--- src/adcrs_defs.svh ---
/*
 Register indices, field positions and reset values of the converter's
 range, reference and edge-position register group.
 Assumes a 32-bit classic Wishbone slave with one aligned word per index.
*/
`ifndef ADCRS_DEFS_SVH
`define ADCRS_DEFS_SVH

// ----------------------------------------------------------------
// Bus geometry
// ----------------------------------------------------------------
`define ADCRS_ADR_W          8
`define ADCRS_DAT_W          32
`define ADCRS_SEL_W          4
`define ADCRS_IDX_W          6
`define ADCRS_IDX_LSB        2

// ----------------------------------------------------------------
// Register indices (byte address is four times the index)
// ----------------------------------------------------------------
`define ADCRS_IDX_EDGE_POS   6'h2C
`define ADCRS_IDX_EDGE_STAT  6'h2D
`define ADCRS_IDX_TRIM_A     6'h30
`define ADCRS_IDX_TRIM_B     6'h32
`define ADCRS_IDX_REF_SEL    6'h38

// ----------------------------------------------------------------
// Reset values and fields
// ----------------------------------------------------------------
`define ADCRS_EDGE_POS_RST   24'h000000
`define ADCRS_TRIM_RST       16'hA000
`define ADCRS_TRIM_MIN_REC   16'h2000
`define ADCRS_REF_SEL_RST    8'h00
`define ADCRS_BGSKIP_BIT     0
`define ADCRS_STAT_VALID_BIT 0
`define ADCRS_STAT_ALOW_BIT  1
`define ADCRS_STAT_BLOW_BIT  2
`define ADCRS_STAT_W         3

`endif

--- src/adcrs_pkg.sv ---
/*
 Shared types of the range, reference and edge-position register group.
 Assumes adcrs_defs.svh supplies the widths.
*/
`include "adcrs_defs.svh"

package adcrs_pkg;

	typedef logic [`ADCRS_DAT_W-1:0] adcrs_word_t;
	typedef logic [`ADCRS_IDX_W-1:0] adcrs_idx_t;
	typedef logic [`ADCRS_STAT_W-1:0] adcrs_stat_t;

endpackage

--- src/adcrs_byte_reg.sv ---
/*
 Byte-lane writable storage register with a fixed reset value.
 Assumes the caller qualifies the write strobe with the bus handshake.
*/
`timescale 1ns/1ps
`default_nettype none

module adcrs_byte_reg #(
	parameter int unsigned      WIDTH = 16,
	parameter logic [WIDTH-1:0] RESET = '0
) (
	input  wire logic               clk_i,
	input  wire logic               rst_i,
	input  wire logic               wr_i,
	input  wire logic [WIDTH/8-1:0] be_i,
	input  wire logic [WIDTH-1:0]   wdata_i,
	output logic      [WIDTH-1:0]   q_o
);

	initial
	begin
		if (WIDTH == 0 || WIDTH % 8 != 0)
			$error("adcrs_byte_reg: WIDTH must be a nonzero multiple of 8");
	end

	// ----------------------------------------------------------------
	// One flop group per byte lane
	// ----------------------------------------------------------------
	genvar g;
	generate
		for (g = 0; g < WIDTH / 8; g++)
		begin : g_lane
			always_ff @(posedge clk_i)
			begin
				if (rst_i)
					q_o[g*8 +: 8] <= RESET[g*8 +: 8];
				else if (wr_i && be_i[g])
					q_o[g*8 +: 8] <= wdata_i[g*8 +: 8];
			end
		end
	endgenerate

endmodule

`default_nettype wire

--- src/adcrs_regs.sv ---
/*
 Range trim, reference source and reference-edge position registers,
 reached over a classic Wishbone slave with 32-bit data.
 Assumes the edge detector delivers a one-cycle capture pulse with its
 position word, synchronous to clk_i, and that the analog side takes
 the trim and reference outputs as static levels.
*/
// Design decision made here: the Wishbone slave port.
// Notes on behaviour
// - Edge position is read-only; its content means nothing until a capture happened.
// - Bits 23:0 of edge position report the reference edge against the sample clock.
// - Sixteen-bit read/write trim for input A sets its analog full-scale range.
// - Separate sixteen-bit read/write trim for input B, same layout and meaning.
// - Code 0x2000 is about 500 mVPP, 0xFFFF about 1000 mVPP, rising monotonic.
// - Both trims reset to 0xA000, about 800 mVPP.
// - Bit 0 of reference select picks the 1.1 V supply over the band-gap.
`timescale 1ns/1ps
`default_nettype none
`include "adcrs_defs.svh"

module adcrs_regs #(
	parameter int unsigned EDGE_W = 24,
	parameter int unsigned TRIM_W = 16,
	parameter int unsigned REF_W  = 8
) (
	input  wire logic                    clk_i,
	input  wire logic                    rst_i,
	// Wishbone slave
	input  wire logic                    wb_cyc_i,
	input  wire logic                    wb_stb_i,
	input  wire logic                    wb_we_i,
	input  wire logic [`ADCRS_ADR_W-1:0] wb_adr_i,
	input  wire logic [`ADCRS_SEL_W-1:0] wb_sel_i,
	input  wire logic [`ADCRS_DAT_W-1:0] wb_dat_i,
	output logic      [`ADCRS_DAT_W-1:0] wb_dat_o,
	output logic                         wb_ack_o,
	// Reference edge detector
	input  wire logic                    edge_capture_i,
	input  wire logic [EDGE_W-1:0]       reference_edge_position_i,
	// Analog controls
	output logic      [TRIM_W-1:0]       fullscale_trim_a_o,
	output logic      [TRIM_W-1:0]       fullscale_trim_b_o,
	output logic                         bandgap_skip_select_o
);

	// ----------------------------------------------------------------
	// Elaboration checks
	// ----------------------------------------------------------------
	initial
	begin
		if (EDGE_W != 24 || EDGE_W > `ADCRS_DAT_W)
			$error("adcrs_regs: EDGE_W must be 24");
		if (TRIM_W != 16)
			$error("adcrs_regs: TRIM_W must be 16");
		if (REF_W != 8)
			$error("adcrs_regs: REF_W must be 8");
	end

	// ----------------------------------------------------------------
	// Bus handshake
	// ----------------------------------------------------------------
	logic                    ack_r;
	adcrs_pkg::adcrs_word_t  rd_data_r;
	logic                    req_new;
	logic                    wr_take;
	adcrs_pkg::adcrs_idx_t   idx;

	// A fresh request is answered one cycle later; ack drops the cycle after.
	assign req_new = wb_cyc_i && wb_stb_i && !ack_r;
	// Write commits at the same edge the master samples ack.
	assign wr_take = wb_cyc_i && wb_stb_i && wb_we_i && ack_r;
	assign idx     = wb_adr_i[`ADCRS_IDX_LSB +: `ADCRS_IDX_W];

	always_ff @(posedge clk_i)
	begin
		if (rst_i)
			ack_r <= 1'b0;
		else
			ack_r <= req_new;
	end

	assign wb_ack_o = ack_r;
	assign wb_dat_o = rd_data_r;

	// ----------------------------------------------------------------
	// Address decode
	// ----------------------------------------------------------------
	logic hit_pos;
	logic hit_stat;
	logic hit_a;
	logic hit_b;
	logic hit_ref;

	assign hit_pos  = (idx == `ADCRS_IDX_EDGE_POS);
	assign hit_stat = (idx == `ADCRS_IDX_EDGE_STAT);
	assign hit_a    = (idx == `ADCRS_IDX_TRIM_A);
	assign hit_b    = (idx == `ADCRS_IDX_TRIM_B);
	assign hit_ref  = (idx == `ADCRS_IDX_REF_SEL);

	// ----------------------------------------------------------------
	// Reference edge position capture
	// ----------------------------------------------------------------
	logic [EDGE_W-1:0] edge_pos_r;
	logic              edge_valid_r;

	// read-only, loaded only by the detector
	always_ff @(posedge clk_i)
	begin
		if (rst_i)
			edge_pos_r <= `ADCRS_EDGE_POS_RST;
		else if (edge_capture_i)
			edge_pos_r <= reference_edge_position_i;
	end

	always_ff @(posedge clk_i)
	begin
		if (rst_i)
			edge_valid_r <= 1'b0;
		else if (edge_capture_i)
			edge_valid_r <= 1'b1;
	end

	// ----------------------------------------------------------------
	// Writable registers
	// ----------------------------------------------------------------
	logic [REF_W-1:0] ref_sel_q;

	adcrs_byte_reg #(
		.WIDTH (TRIM_W),
		.RESET (`ADCRS_TRIM_RST)
	) u_trim_a (
		.clk_i   (clk_i),
		.rst_i   (rst_i),
		.wr_i    (wr_take && hit_a),
		.be_i    (wb_sel_i[TRIM_W/8-1:0]),
		.wdata_i (wb_dat_i[TRIM_W-1:0]),
		.q_o     (fullscale_trim_a_o)
	);

	adcrs_byte_reg #(
		.WIDTH (TRIM_W),
		.RESET (`ADCRS_TRIM_RST)
	) u_trim_b (
		.clk_i   (clk_i),
		.rst_i   (rst_i),
		.wr_i    (wr_take && hit_b),
		.be_i    (wb_sel_i[TRIM_W/8-1:0]),
		.wdata_i (wb_dat_i[TRIM_W-1:0]),
		.q_o     (fullscale_trim_b_o)
	);

	// Upper bits are reserved but writable, so they are kept and read back.
	adcrs_byte_reg #(
		.WIDTH (REF_W),
		.RESET (`ADCRS_REF_SEL_RST)
	) u_ref_sel (
		.clk_i   (clk_i),
		.rst_i   (rst_i),
		.wr_i    (wr_take && hit_ref),
		.be_i    (wb_sel_i[REF_W/8-1:0]),
		.wdata_i (wb_dat_i[REF_W-1:0]),
		.q_o     (ref_sel_q)
	);

	// ----------------------------------------------------------------
	// Analog control outputs
	// ----------------------------------------------------------------
	// supply reference when set
	assign bandgap_skip_select_o = ref_sel_q[`ADCRS_BGSKIP_BIT];

	// code passed straight; the analog trim is monotonic in it.
	// low codes accepted, only flagged for software
	logic trim_a_low;
	logic trim_b_low;

	assign trim_a_low = (fullscale_trim_a_o < `ADCRS_TRIM_MIN_REC);
	assign trim_b_low = (fullscale_trim_b_o < `ADCRS_TRIM_MIN_REC);

	// ----------------------------------------------------------------
	// Status word
	// ----------------------------------------------------------------
	adcrs_pkg::adcrs_stat_t stat;

	assign stat[`ADCRS_STAT_VALID_BIT] = edge_valid_r;
	assign stat[`ADCRS_STAT_ALOW_BIT]  = trim_a_low;
	assign stat[`ADCRS_STAT_BLOW_BIT]  = trim_b_low;

	// ----------------------------------------------------------------
	// Read multiplexer
	// ----------------------------------------------------------------
	adcrs_pkg::adcrs_word_t rd_pos;
	adcrs_pkg::adcrs_word_t rd_stat;
	adcrs_pkg::adcrs_word_t rd_a;
	adcrs_pkg::adcrs_word_t rd_b;
	adcrs_pkg::adcrs_word_t rd_ref;
	adcrs_pkg::adcrs_word_t rd_mux;

	assign rd_pos  = {{(`ADCRS_DAT_W-EDGE_W){1'b0}}, edge_pos_r};
	assign rd_stat = {{(`ADCRS_DAT_W-`ADCRS_STAT_W){1'b0}}, stat};
	assign rd_a    = {{(`ADCRS_DAT_W-TRIM_W){1'b0}}, fullscale_trim_a_o};
	assign rd_b    = {{(`ADCRS_DAT_W-TRIM_W){1'b0}}, fullscale_trim_b_o};
	assign rd_ref  = {{(`ADCRS_DAT_W-REF_W){1'b0}}, ref_sel_q};

	// Unmapped indices read as zero and still get ack, so the bus never hangs.
	assign rd_mux = hit_pos  ? rd_pos  :
	                hit_stat ? rd_stat :
	                hit_a    ? rd_a    :
	                hit_b    ? rd_b    :
	                hit_ref  ? rd_ref  :
	                32'h0000_0000;

	// Sampled when the request first appears; stable through the ack cycle.
	always_ff @(posedge clk_i)
	begin
		if (rst_i)
			rd_data_r <= 32'h0000_0000;
		else if (req_new && !wb_we_i)
			rd_data_r <= rd_mux;
	end

endmodule

`default_nettype wire

--- config.mk ---
export PLATFORM = sky130hd
export DESIGN_NAME = adcrs_regs
export DESIGN_NICKNAME = d
export VERILOG_FILES = /design/src/adcrs_pkg.sv /design/src/adcrs_byte_reg.sv /design/src/adcrs_regs.sv
export VERILOG_INCLUDE_DIRS = /design/src
export SDC_FILE = /design/constraint.sdc
export NUM_CORES = 1
export LEC_CHECK = 0
export ABC_AREA = 1
export BUFFER_PORTS_ARGS = -buffer_cell sky130_fd_sc_hd__buf_2
export CAP_MARGIN = 20
export CORE_MARGIN = 4
export CORE_UTILIZATION = 49
export DETAILED_ROUTE_END_ITERATION = 8
export GPL_TIMING_DRIVEN = 0
export PLACE_DENSITY = 0.8
export SYNTH_ARGS = -nofsm -noshare
export SYNTH_HDL_FRONTEND = slang
export SYNTH_SLANG_ARGS = --single-unit
--- constraint.sdc ---
create_clock -name clk_i -period 1.75 [get_ports clk_i]
set_input_delay 0.2625 -clock clk_i [delete_from_list [all_inputs] [get_ports clk_i]]
set_output_delay 0.2625 -clock clk_i [all_outputs]
set_load 0.02 [all_outputs]
==> flow_metrics.tcl, run 1 <==
set metrics [dict create \
    status "complete, no violations" \
    power_frac_clock 0.367 \
    setup_viol 0 \
    switchingPower_mw 1.04 \
    p_leak_nw 2.17 \
    critPathMaxFanout 6 \
    cts_resized 0 \
    cpLargestDelayFamily "simple AND/OR/NAND/NOR gates" \
    clock_sinks 90 \
    whs_ns 0.109 \
    synth.top_cell.area_share 0.483 \
    routed_wl_mm 10.6 \
    slowest_delay_ns 0.44 \
    worst-r2r-cell-count 7 \
    fin_crit_sh 0.931 \
    cp.arrival_ns 1.93 \
    drcViolationCount 0 \
    clk_latency_ns 0.37 \
    crit_cells 7 \
    cts.clk_slew.worst_paths_ns 0.10 \
    worstHoldPathType "in -> reg" \
    fmax_mhz 614 \
    grt_pass1_wl_mm 17.0 \
    grtUsageTotal 0.242 \
    placed_area_um2 4440 \
    antenna_cells 0 \
    path_buf_inv 2 \
    worst_pin_slew_ns 0.595 \
    cts_max_level 3 \
    ff2ff_setup_slack_ns 0.12 \
    grt_max_degree 19 \
    ys_warn_count 0 \
    rr_startpoint "wb_ack_o" \
    vdd_ir_drop_max_mv 0.429 \
    grt_antenna_before_repair 0 \
    core-area_um2 7330 \
    cts_max_path_buffers 2 \
    yosysTopAreaCell "dfxtp_1" \
    antenna_left 0 \
    layout-drive-gt1-share 0.257 \
    ys_top_cells_by_area "dfxtp_1 48%, nor2_1 11%, o21ai_0 9.7%" \
    dpl_worst_slack_ns 0.0435 \
    cp-endpoint "u_trim_b.q_o[6]" \
    cts_made_buffers 9 \
    cts_tree "built" \
    die_h_um 95.2 \
    pwr-share-seq 0.557 \
    io_buffers 111 \
    final_util 0.634 \
    critPathLaunch "wb_ack_o" \
    grt_pass1_vias 3686 \
    synth_cell_types 24 \
    required_ns 2.05 \
    place_inst 727 \
    synth_area_um2 3730 \
    nFillCells 678 \
    pwr_density_cell_nw_per_um2 814 \
    final_cells 745 \
    fp.dieArea_um2 9070 \
    slew_viol_final 0 \
    worst_slack_ns 0.121 \
    cpMaxStageDelayCell "dfxtp_1" \
    io_pins 140 \
    p_int_mw 2.75 \
    die_x_um 95.2 \
    grt-ovfl-total 0 \
    dp_hpwl_mm 8.07 \
    ys_ff_latch 90 \
    period_minus_slack_ns 1.63 \
    vias_per_cell 5.23 \
    routabilityCongestion 0.913 \
    initial_core_util 0.509 \
    drt-wirelength-per-cell_um 14.3 \
    cp_cell_sequence "inv_2 -> nor3_4 -> nand2_2 -> nor2_4 -> buf_4 -> o21ai_0 -> nor2_1" \
    critPathLaunchType "flop" \
    nets 715 \
    syn_avg_cell_area_um2 7.31 \
    r2r-end "u_trim_b.q_o[6]" \
    maxCapViolCount 0 \
    skew_ns 0.0163 \
    rows 31 \
    cts_root_buf "clkbuf_8" \
    final_area_um2 4650 \
    power.switching_fraction 0.274 \
    num_vias 3895 \
    syn2layout_area_growth_pct 24.6 \
    worstSetupEndpointType "flop" \
    netlist_instances 510 \
    hold_violations 0 \
    timing.slew.headroom 0.602 \
    drtIter0Drc 213 \
    drtPass1Iterations 5 \
    ys_seq_area_frac 0.483 \
    worstSetupPathType "reg -> reg" \
    combPwrFrac 0.076 \
]
-- power groups by stage --
stage | registers (mW) | clock network, mW | logic (mW)
2_1_floorplan | 2.15 | 0 | 0.160
3_3_place_gp | 2.15 | 0 | 0.277
3_5_place_dp | 2.15 | 0 | 0.284
4_1_cts | 2.11 | 1.41 | 0.286
5_1_grt | 2.11 | 1.47 | 0.324
6_report | 2.11 | 1.39 | 0.287
-- cells by family after synthesis --
| logic type | after synthesis | share of synthesized area |
|---|---|---|
| compound gates | 120 | 0.163 |
| buf+inv | 60 | 0.0721 |
| flops | 90 | 0.483 |
| other cells | 1 | 0.00101 |
| simple gates | 239 | 0.281 |
-- per-stage QoR --
step,power (mW),TNS (ns)
after global routing,3.90,-0.00404
after detailed placement,2.44,0
final,3.78,0
after CTS,3.80,0
after floorplan,2.31,0
after global placement,2.43,0
-- how the worst min path moves through the flow --
| stage | startpoint | endpoint | slack [ns] | cells after the start |
|---|---|---|---|---|
| finish | reference_edge_position_i[19] | edge_pos_r[19] | 0.11 | 3 |
| global route | reference_edge_position_i[19] | edge_pos_r[19] | 0.13 | 3 |
| CTS | reference_edge_position_i[9] | edge_pos_r[9] | 0.1 | 3 |
| detailed placement | edge_pos_r[15] | edge_pos_r[15] | 0.45 | 2 |
| global placement | edge_pos_r[23] | wb_dat_o[23] | 0.44 | 2 |
| floorplan | wb_dat_i[13] | u_trim_a.q_o[13] | 0.38 | 2 |
-- registers in the layout (all words and copies together) (netlist names) --
register	count
edge_valid_r	1
wb_dat_o	24
wb_ack_o	1
edge_pos_r	24
u_trim_a.q_o	16
u_trim_b.q_o	16
u_ref_sel.q_o	8
-- worst register-to-register path: cells and delay by family (launching register included) --
kind	cells	cell delay, ns
simple gates	4	0.81
flops	1	0.44
buf+inv	2	0.24
compound gates	1	0.08
-- layout make-up --
class	count	area (um2)	area share
timing repair buffer	113	571	0.123
clock buffer	9	124	0.0267
multi-input combinational	367	1690	0.363
sequential	90	1800	0.388
clock inverter	7	72.6	0.0156
buffer	28	149	0.0320
inverter	32	120	0.0258
tap	99	124	0.0267
-- cells in the final DEF (no fill, tap or decap), types with 9 or more instances in the layout --
cell type / count
clkbuf_8: 9
nor2_1: 112
buf_2: 113
o21ai_0: 72
inv_1: 24
nand3_1: 17
nand4_1: 9
nand2_1: 83
dfxtp_1: 90
clkbuf_1: 15
buf_4: 11
a21oi_1: 42
-- routing by layer --
metal,up-vias,track usage,share of wire
met5,-,0,0
met4,0,0.125,0.033
met3,27,0.0466,0.088
met2,178,0.385,0.47
met1,1782,0.311,0.41
li1,1908,-,-
-- repair_timing --
item                       4_1_cts  5_1_grt
hold buffers                     0        0
setup endpoints to repair        0        7
setup buffers                    0        2
-- synth_stat cells --
cell and count:
nand3_2 2, inv_2 8, nand3_1 17, o21ai_0 72, nor2_4 7, o22ai_1 2, nand2_1 83, inv_1 24
buf_4 9, conb_1 1, buf_2 2, buf_6 1, nand4_1 9, o211ai_1 2, nand2_2 2, clkbuf_1 15
nor2_2 4, a21oi_1 42, buf_1 1, o21ai_1 2, nor3_4 2, nor3_1 1, dfxtp_1 90, nor2_1 112
Power figures use the tool's default switching activity.
==> run 2: changes to the inputs <==
--- a/config.mk
+++ b/config.mk
@@ -10,10 +10,11 @@
 export BUFFER_PORTS_ARGS = -buffer_cell sky130_fd_sc_hd__buf_2
 export CAP_MARGIN = 20
 export CORE_MARGIN = 4
-export CORE_UTILIZATION = 49
+export CORE_UTILIZATION = 51
+export CTS_BUF_LIST = sky130_fd_sc_hd__clkbuf_4 sky130_fd_sc_hd__clkbuf_8
 export DETAILED_ROUTE_END_ITERATION = 8
 export GPL_TIMING_DRIVEN = 0
-export PLACE_DENSITY = 0.8
+export PLACE_DENSITY = 0.82
 export SYNTH_ARGS = -nofsm -noshare
 export SYNTH_HDL_FRONTEND = slang
 export SYNTH_SLANG_ARGS = --single-unit
==> run 2 against run 1 <==
Design area decreased by 0.27%. Register-to-register slack about the same. Routed wire length increased by 0.45%. Die area decreased by 3.6%. Combinational power about the same. Maximum frequency increased by 0.33%. First-iteration DRC count increased by 1.4%. Critical path type unchanged. Largest power group unchanged. Highest routed layer unchanged.
==> flow_metrics.tcl, run 2 (synthesis results as in run 1) <==
set metrics [dict create \
    fp.dieArea_um2 8750 \
    fin_crit_sh 0.928 \
    cts_max_path_buffers 2 \
    place_inst 724 \
    grtUsageTotal 0.245 \
    cts_max_level 3 \
    antenna_cells 0 \
    register_area_um2 1800 \
    worstHoldPathType "in -> reg" \
    drt-wirelength-per-cell_um 14.4 \
    dpl_worst_slack_ns 0.0173 \
    cp_cell_sequence "inv_2 -> nor3_4 -> nand2_2 -> nor2_4 -> inv_2 -> o21ai_1 -> a21oi_1" \
    gr-max-usage-layer "met2" \
    status "complete, no violations" \
    rows 30 \
    final_common_cell "buf_2" \
    antenna_left 0 \
    maxCapViolCount 0 \
    grt_antenna_before_repair 0 \
    use_met1 0.309 \
    slowest_delay_ns 0.44 \
    cpMaxStageDelayCell "dfxtp_1" \
    worst_slack_ns 0.127 \
    slew_viol_final 0 \
    critPathLaunchType "flop" \
    grt_pass1_wl_mm 16.9 \
    routabilityCongestion 0.904 \
    io_buffers 111 \
    p_leak_nw 2.17 \
    io_pins 140 \
    path_buf_inv 2 \
    power.switching_fraction 0.252 \
    die_x_um 93.5 \
    p_int_mw 2.86 \
    nFillCells 621 \
    clk_latency_ns 0.37 \
    fmax_mhz 616 \
    crit_path_frequent_cell "inv_2" \
    syn2layout_area_growth_pct 24.3 \
    cts_made_buffers 9 \
    vias_per_cell 5.18 \
    setup_viol 0 \
    cts.clk_slew.worst_paths_ns 0.10 \
    grt_use_met3 0.0306 \
    vdd_ir_drop_max_mv 0.450 \
    pwr_density_cell_nw_per_um2 824 \
    layout-drive-gt1-share 0.256 \
    power_frac_clock 0.373 \
    final_area_um2 4630 \
    cts_root_buf "clkbuf_8" \
    rsz0062_at_grt "false" \
    dp_hpwl_mm 8.01 \
    grt_max_degree 17 \
    placed_area_um2 4430 \
    worstSetupEndpointType "flop" \
    skew_ns 0.0130 \
    cts_tree "built" \
    cpLargestDelayFamily "simple AND/OR/NAND/NOR gates" \
    drcViolationCount 0 \
    drtIter0Drc 216 \
    setup_tns_ns 0 \
    switchingPower_uw 961 \
    die_h_um 93.5 \
    num_vias 3834 \
    most-common-layout-cells "113 x buf_2, 112 x nor2_1, 90 x dfxtp_1, 83 x nand2_1, 72 x o21ai_0" \
    timing.slew.headroom 0.576 \
    drtPass1Iterations 5 \
    grt-ovfl-total 0 \
    final_cells 740 \
    worst_pin_slew_ns 0.634 \
    grt_pass1_vias 3646 \
    clock_sinks 90 \
    gr-usage-met2 0.423 \
    period_minus_slack_ns 1.62 \
    routed_wl_mm 10.7 \
    combPwrFrac 0.075 \
    required_ns 2.00 \
    cp.arrival_ns 1.88 \
    critPathMaxFanout 10 \
    worstSetupPathType "reg -> reg" \
    multi_input_area_um2 1690 \
    hold_violations 0 \
    nets 713 \
    core-area_um2 6940 \
    initial_core_util 0.537 \
    pwr-share-seq 0.551 \
]
[run 2: area by class of cell]
| type | count | area share |
|---|---|---|
| Multi-Input combinational cell | 367 | 0.364 |
| Tap cell | 96 | 0.0259 |
| Buffer | 28 | 0.0324 |
| Clock buffer | 9 | 0.0267 |
| Clock inverter | 7 | 0.0167 |
| Sequential cell | 90 | 0.389 |
| Timing Repair Buffer | 111 | 0.120 |
| Inverter | 32 | 0.0259 |
[run 2: worst reg2reg max path, stage by stage, from the launching register on]
cell     delay [ns]
dfxtp_1        0.44
inv_2          0.07
nor3_4         0.30
nand2_2        0.18
nor2_4         0.21
inv_2          0.14
o21ai_1        0.14
a21oi_1        0.05
[run 2: metrics by stage]
step	power (mW)	utilization	hold slack, ns
2_1_floorplan	2.31	-	0.376
3_3_place_gp	2.43	0.638	0.443
3_5_place_dp	2.44	0.638	0.450
4_1_cts	3.82	0.667	0.120
5_1_grt	3.95	0.667	0.130
6_report	3.82	0.667	0.113
[run 2: timing repair]
item / CTS / global route
hold buffers: 0 / 0
buffers inserted: 0 / 0
setup endpoints to repair: 0 / 1
gates resized for setup: 0 / 2
[run 2: worst paths after layout]
kind	from	end	slack, ns	cells after the start
worst min-delay path	reference_edge_position_i[20]	edge_pos_r[20]	0.11	3
worst min register to register	edge_pos_r[17]	wb_dat_o[17]	0.45	2
worst max register to register	wb_ack_o	u_trim_a.q_o[6]	0.13	7
worst max-delay path	wb_ack_o	u_trim_a.q_o[6]	0.13	7
[run 2: power by group through the flow]
| stage | sequential [mW] | clock, mW | combinational [mW] |
|---|---|---|---|
| 2_1_floorplan | 2.15 | 0 | 0.160 |
| 3_3_place_gp | 2.15 | 0 | 0.277 |
| 3_5_place_dp | 2.15 | 0 | 0.283 |
| 4_1_cts | 2.11 | 1.43 | 0.285 |
| 5_1_grt | 2.11 | 1.52 | 0.320 |
| 6_report | 2.11 | 1.43 | 0.287 |
[run 2: per-layer routing]
layer,vias up,share of wire
li1,1906,-
met1,1747,0.42
met2,161,0.49
met3,20,0.067
met4,0,0.020
met5,-,0
==> run 3: changes to the inputs <==
--- a/config.mk
+++ b/config.mk
@@ -6,15 +6,15 @@
 export SDC_FILE = /design/constraint.sdc
 export NUM_CORES = 1
 export LEC_CHECK = 0
-export ABC_AREA = 1
+export ABC_AREA = 0
 export BUFFER_PORTS_ARGS = -buffer_cell sky130_fd_sc_hd__buf_2
 export CAP_MARGIN = 20
 export CORE_MARGIN = 4
-export CORE_UTILIZATION = 51
+export CORE_UTILIZATION = 52
 export CTS_BUF_LIST = sky130_fd_sc_hd__clkbuf_4 sky130_fd_sc_hd__clkbuf_8
 export DETAILED_ROUTE_END_ITERATION = 8
 export GPL_TIMING_DRIVEN = 0
-export PLACE_DENSITY = 0.82
+export PLACE_DENSITY = 0.83
 export SYNTH_ARGS = -nofsm -noshare
 export SYNTH_HDL_FRONTEND = slang
 export SYNTH_SLANG_ARGS = --single-unit
==> run 3 against run 2 <==
Flip-flop and latch count did not move. Global-route usage down 0.69 points. Clock-buffer cell count grew 3. Critical path type unchanged. Cell count shrank 13%. Total power grew 3.5%. Design area grew 5.9%. Critical path depth down 2. Sequential share of layout area down 2.2 points. Register-to-register slack is essentially flat. Highest routed layer unchanged. Maximum frequency barely moved.
==> flow_metrics.tcl, run 3 <==
set metrics [dict create \
    synth-edff-count 0 \
    cts_made_buffers 9 \
    dp_hpwl_mm 8.31 \
    drtIter0Drc 259 \
    routed_wl_mm 10.9 \
    cts_tree "built" \
    syn2layout_area_growth_pct 22.9 \
    cp.arrival_ns 1.90 \
    worst_slack_ns 0.127 \
    ys_ff_latch 90 \
    post_cts_buffers 0 \
    netlist_instances 416 \
    grt_pass1_vias 3333 \
    grt_pass1_wl_mm 16.5 \
    nFillCells 612 \
    antenna_left 0 \
    final_common_cell "buf_2" \
    timing.slew.headroom 0.587 \
    worst_pin_slew_ns 0.616 \
    num_vias 3514 \
    p_leak_nw 2.39 \
    worstSetupPathType "reg -> reg" \
    setup_tns_ns 0 \
    critPathLaunch "wb_ack_o" \
    io_pins 140 \
    drt-wirelength-per-cell_um 16.9 \
    antenna_cells 0 \
    worst-r2r-cell-count 5 \
    layout-drive-gt1-share 0.303 \
    yosysTopAreaCell "dfxtp_1" \
    die_h_um 95.6 \
    grt_max_degree 15 \
    worstHoldPathType "in -> reg" \
    rr_startpoint "wb_ack_o" \
    grt_antenna_before_repair 0 \
    die_x_um 95.6 \
    critPathLaunchType "flop" \
    ys.flop_type "dfxtp_1" \
    period_minus_slack_ns 1.62 \
    cts.clk_slew.worst_paths_ns 0.09 \
    synth.top_cell.area_share 0.451 \
    cts_max_level 3 \
    ys_warn_count 0 \
    setup_viol 0 \
    drcViolationCount 0 \
    synth_common_cells "90 x dfxtp_1, 76 x nor2_1, 61 x mux2i_1, 23 x nand3_1, 22 x nand2_1" \
    critPathMaxFanout 8 \
    ys_top_cells_by_area "dfxtp_1 45%, mux2i_1 15%, nor2_1 7.1%" \
    pwr_density_cell_nw_per_um2 805 \
    hold_violations 0 \
    core-area_um2 7370 \
    grt-ovfl-total 0 \
    hold_path_depth 3 \
    ys_seq_area_frac 0.451 \
    hold_buffers 0 \
    vdd_ir_drop_max_mv 0.509 \
    synth_cell_types 48 \
    fp.dieArea_um2 9140 \
    syn_avg_cell_area_um2 9.60 \
    hold_start "reference_edge_position_i[4]" \
    vias_per_cell 5.43 \
    grtUsageTotal 0.238 \
    yosysMostFrequentCell "dfxtp_1" \
    dpl_worst_slack_ns 0.0447 \
    slew_viol_final 0 \
    async_reset_ff_frac 0 \
    io_buffers 110 \
    required_ns 2.03 \
    clock_sinks 90 \
    nets 617 \
    rsz0062_at_grt "false" \
    maxCapViolCount 0 \
    status "complete, no violations" \
    fmax_mhz 616 \
    initial_core_util 0.542 \
    synth_area_um2 3990 \
    drtPass1Iterations 5 \
    skew_ns 0.00656 \
    most-common-layout-cells "116 x buf_2, 90 x dfxtp_1, 76 x nor2_1, 61 x mux2i_1, 23 x nand3_1" \
    worstSetupEndpointType "flop" \
    routabilityCongestion 0.822 \
    fin_crit_sh 0.927 \
    cts_max_path_buffers 2 \
    rows 31 \
    cts_root_buf "clkbuf_8" \
    clk_latency_ns 0.35 \
]
## run 3: metrics by stage
step	instance area [um2]	hold slack, ns	instances	power (mW)	util
after CTS	4900	0.138	648	3.97	0.665
after detailed placement	4690	0.442	632	2.53	0.637
after global routing	4910	0.146	647	4.10	0.666
after global placement	4690	0.438	632	2.52	0.637
final	4910	0.143	647	3.95	0.666
after floorplan	4020	0.406	423	2.38	-
## run 3: metal layers
metal | routed length (um) | part of all wire | vias to the layer above | track usage
met3 | 881 | 0.081 | 19 | 0.0560
li1 | - | - | 1712 | -
met2 | 5070 | 0.47 | 133 | 0.365
met1 | 4760 | 0.44 | 1650 | 0.325
met4 | 195 | 0.018 | 0 | 0.0912
met5 | 0 | 0 | - | 0
## run 3: kinds of logic (layout without fill, tap and decap cells)
logic type	Yosys count	in the layout	synth area share
AO/OA/AOI/OAI	60	60	0.108
buffers and inverters	39	164	0.0592
flip-flops	90	90	0.451
multiplexers	61	61	0.153
other	1	8	0.000939
AND/OR/NAND/NOR	165	165	0.227
## run 3: final timing paths
| check | end | slack, ns |
|---|---|---|
| hold / removal | edge_pos_r[4] | 0.14 |
| setup reg to reg | wb_dat_o[10] | 0.13 |
| hold reg to reg | wb_dat_o[20] | 0.45 |
| setup / recovery | wb_dat_o[10] | 0.13 |
## run 3: what timing repair did
action,in CTS,in global routing
hold endpoints to repair,0,0
setup endpoints to repair,0,8
gates resized for setup,0,1
## run 3: worst max-delay path, cell delays in order, from the launching register on
cell and delay, ns:
dfxtp_1 0.34, and4bb_2 0.28, clkbuf_2 0.19, o21ai_1 0.25, a211o_1 0.35, a31oi_1 0.15
## run 3: power breakdown
part | switching (mW) | internal (mW) | leakage (nW) | total, mW
combinational | 0.224 | 0.149 | 1.55 | 0.373
clock | 0.711 | 0.752 | 0.102 | 1.46
sequential | 0.0253 | 2.09 | 0.731 | 2.12
total | 0.961 | 2.99 | 2.39 | 3.95
## run 3: area by class of cell
cell class              instances  area, um2  share of cell area
plain buffers                  35        221              0.0451
well taps                      99        124              0.0252
multi-input cells             294       1990               0.405
inverters                       3       11.3             0.00229
clock inverters                 4       50.0              0.0102
repair buffers                110        551               0.112
clock buffers                  12        159              0.0324
flip-flops and latches         90       1800               0.367
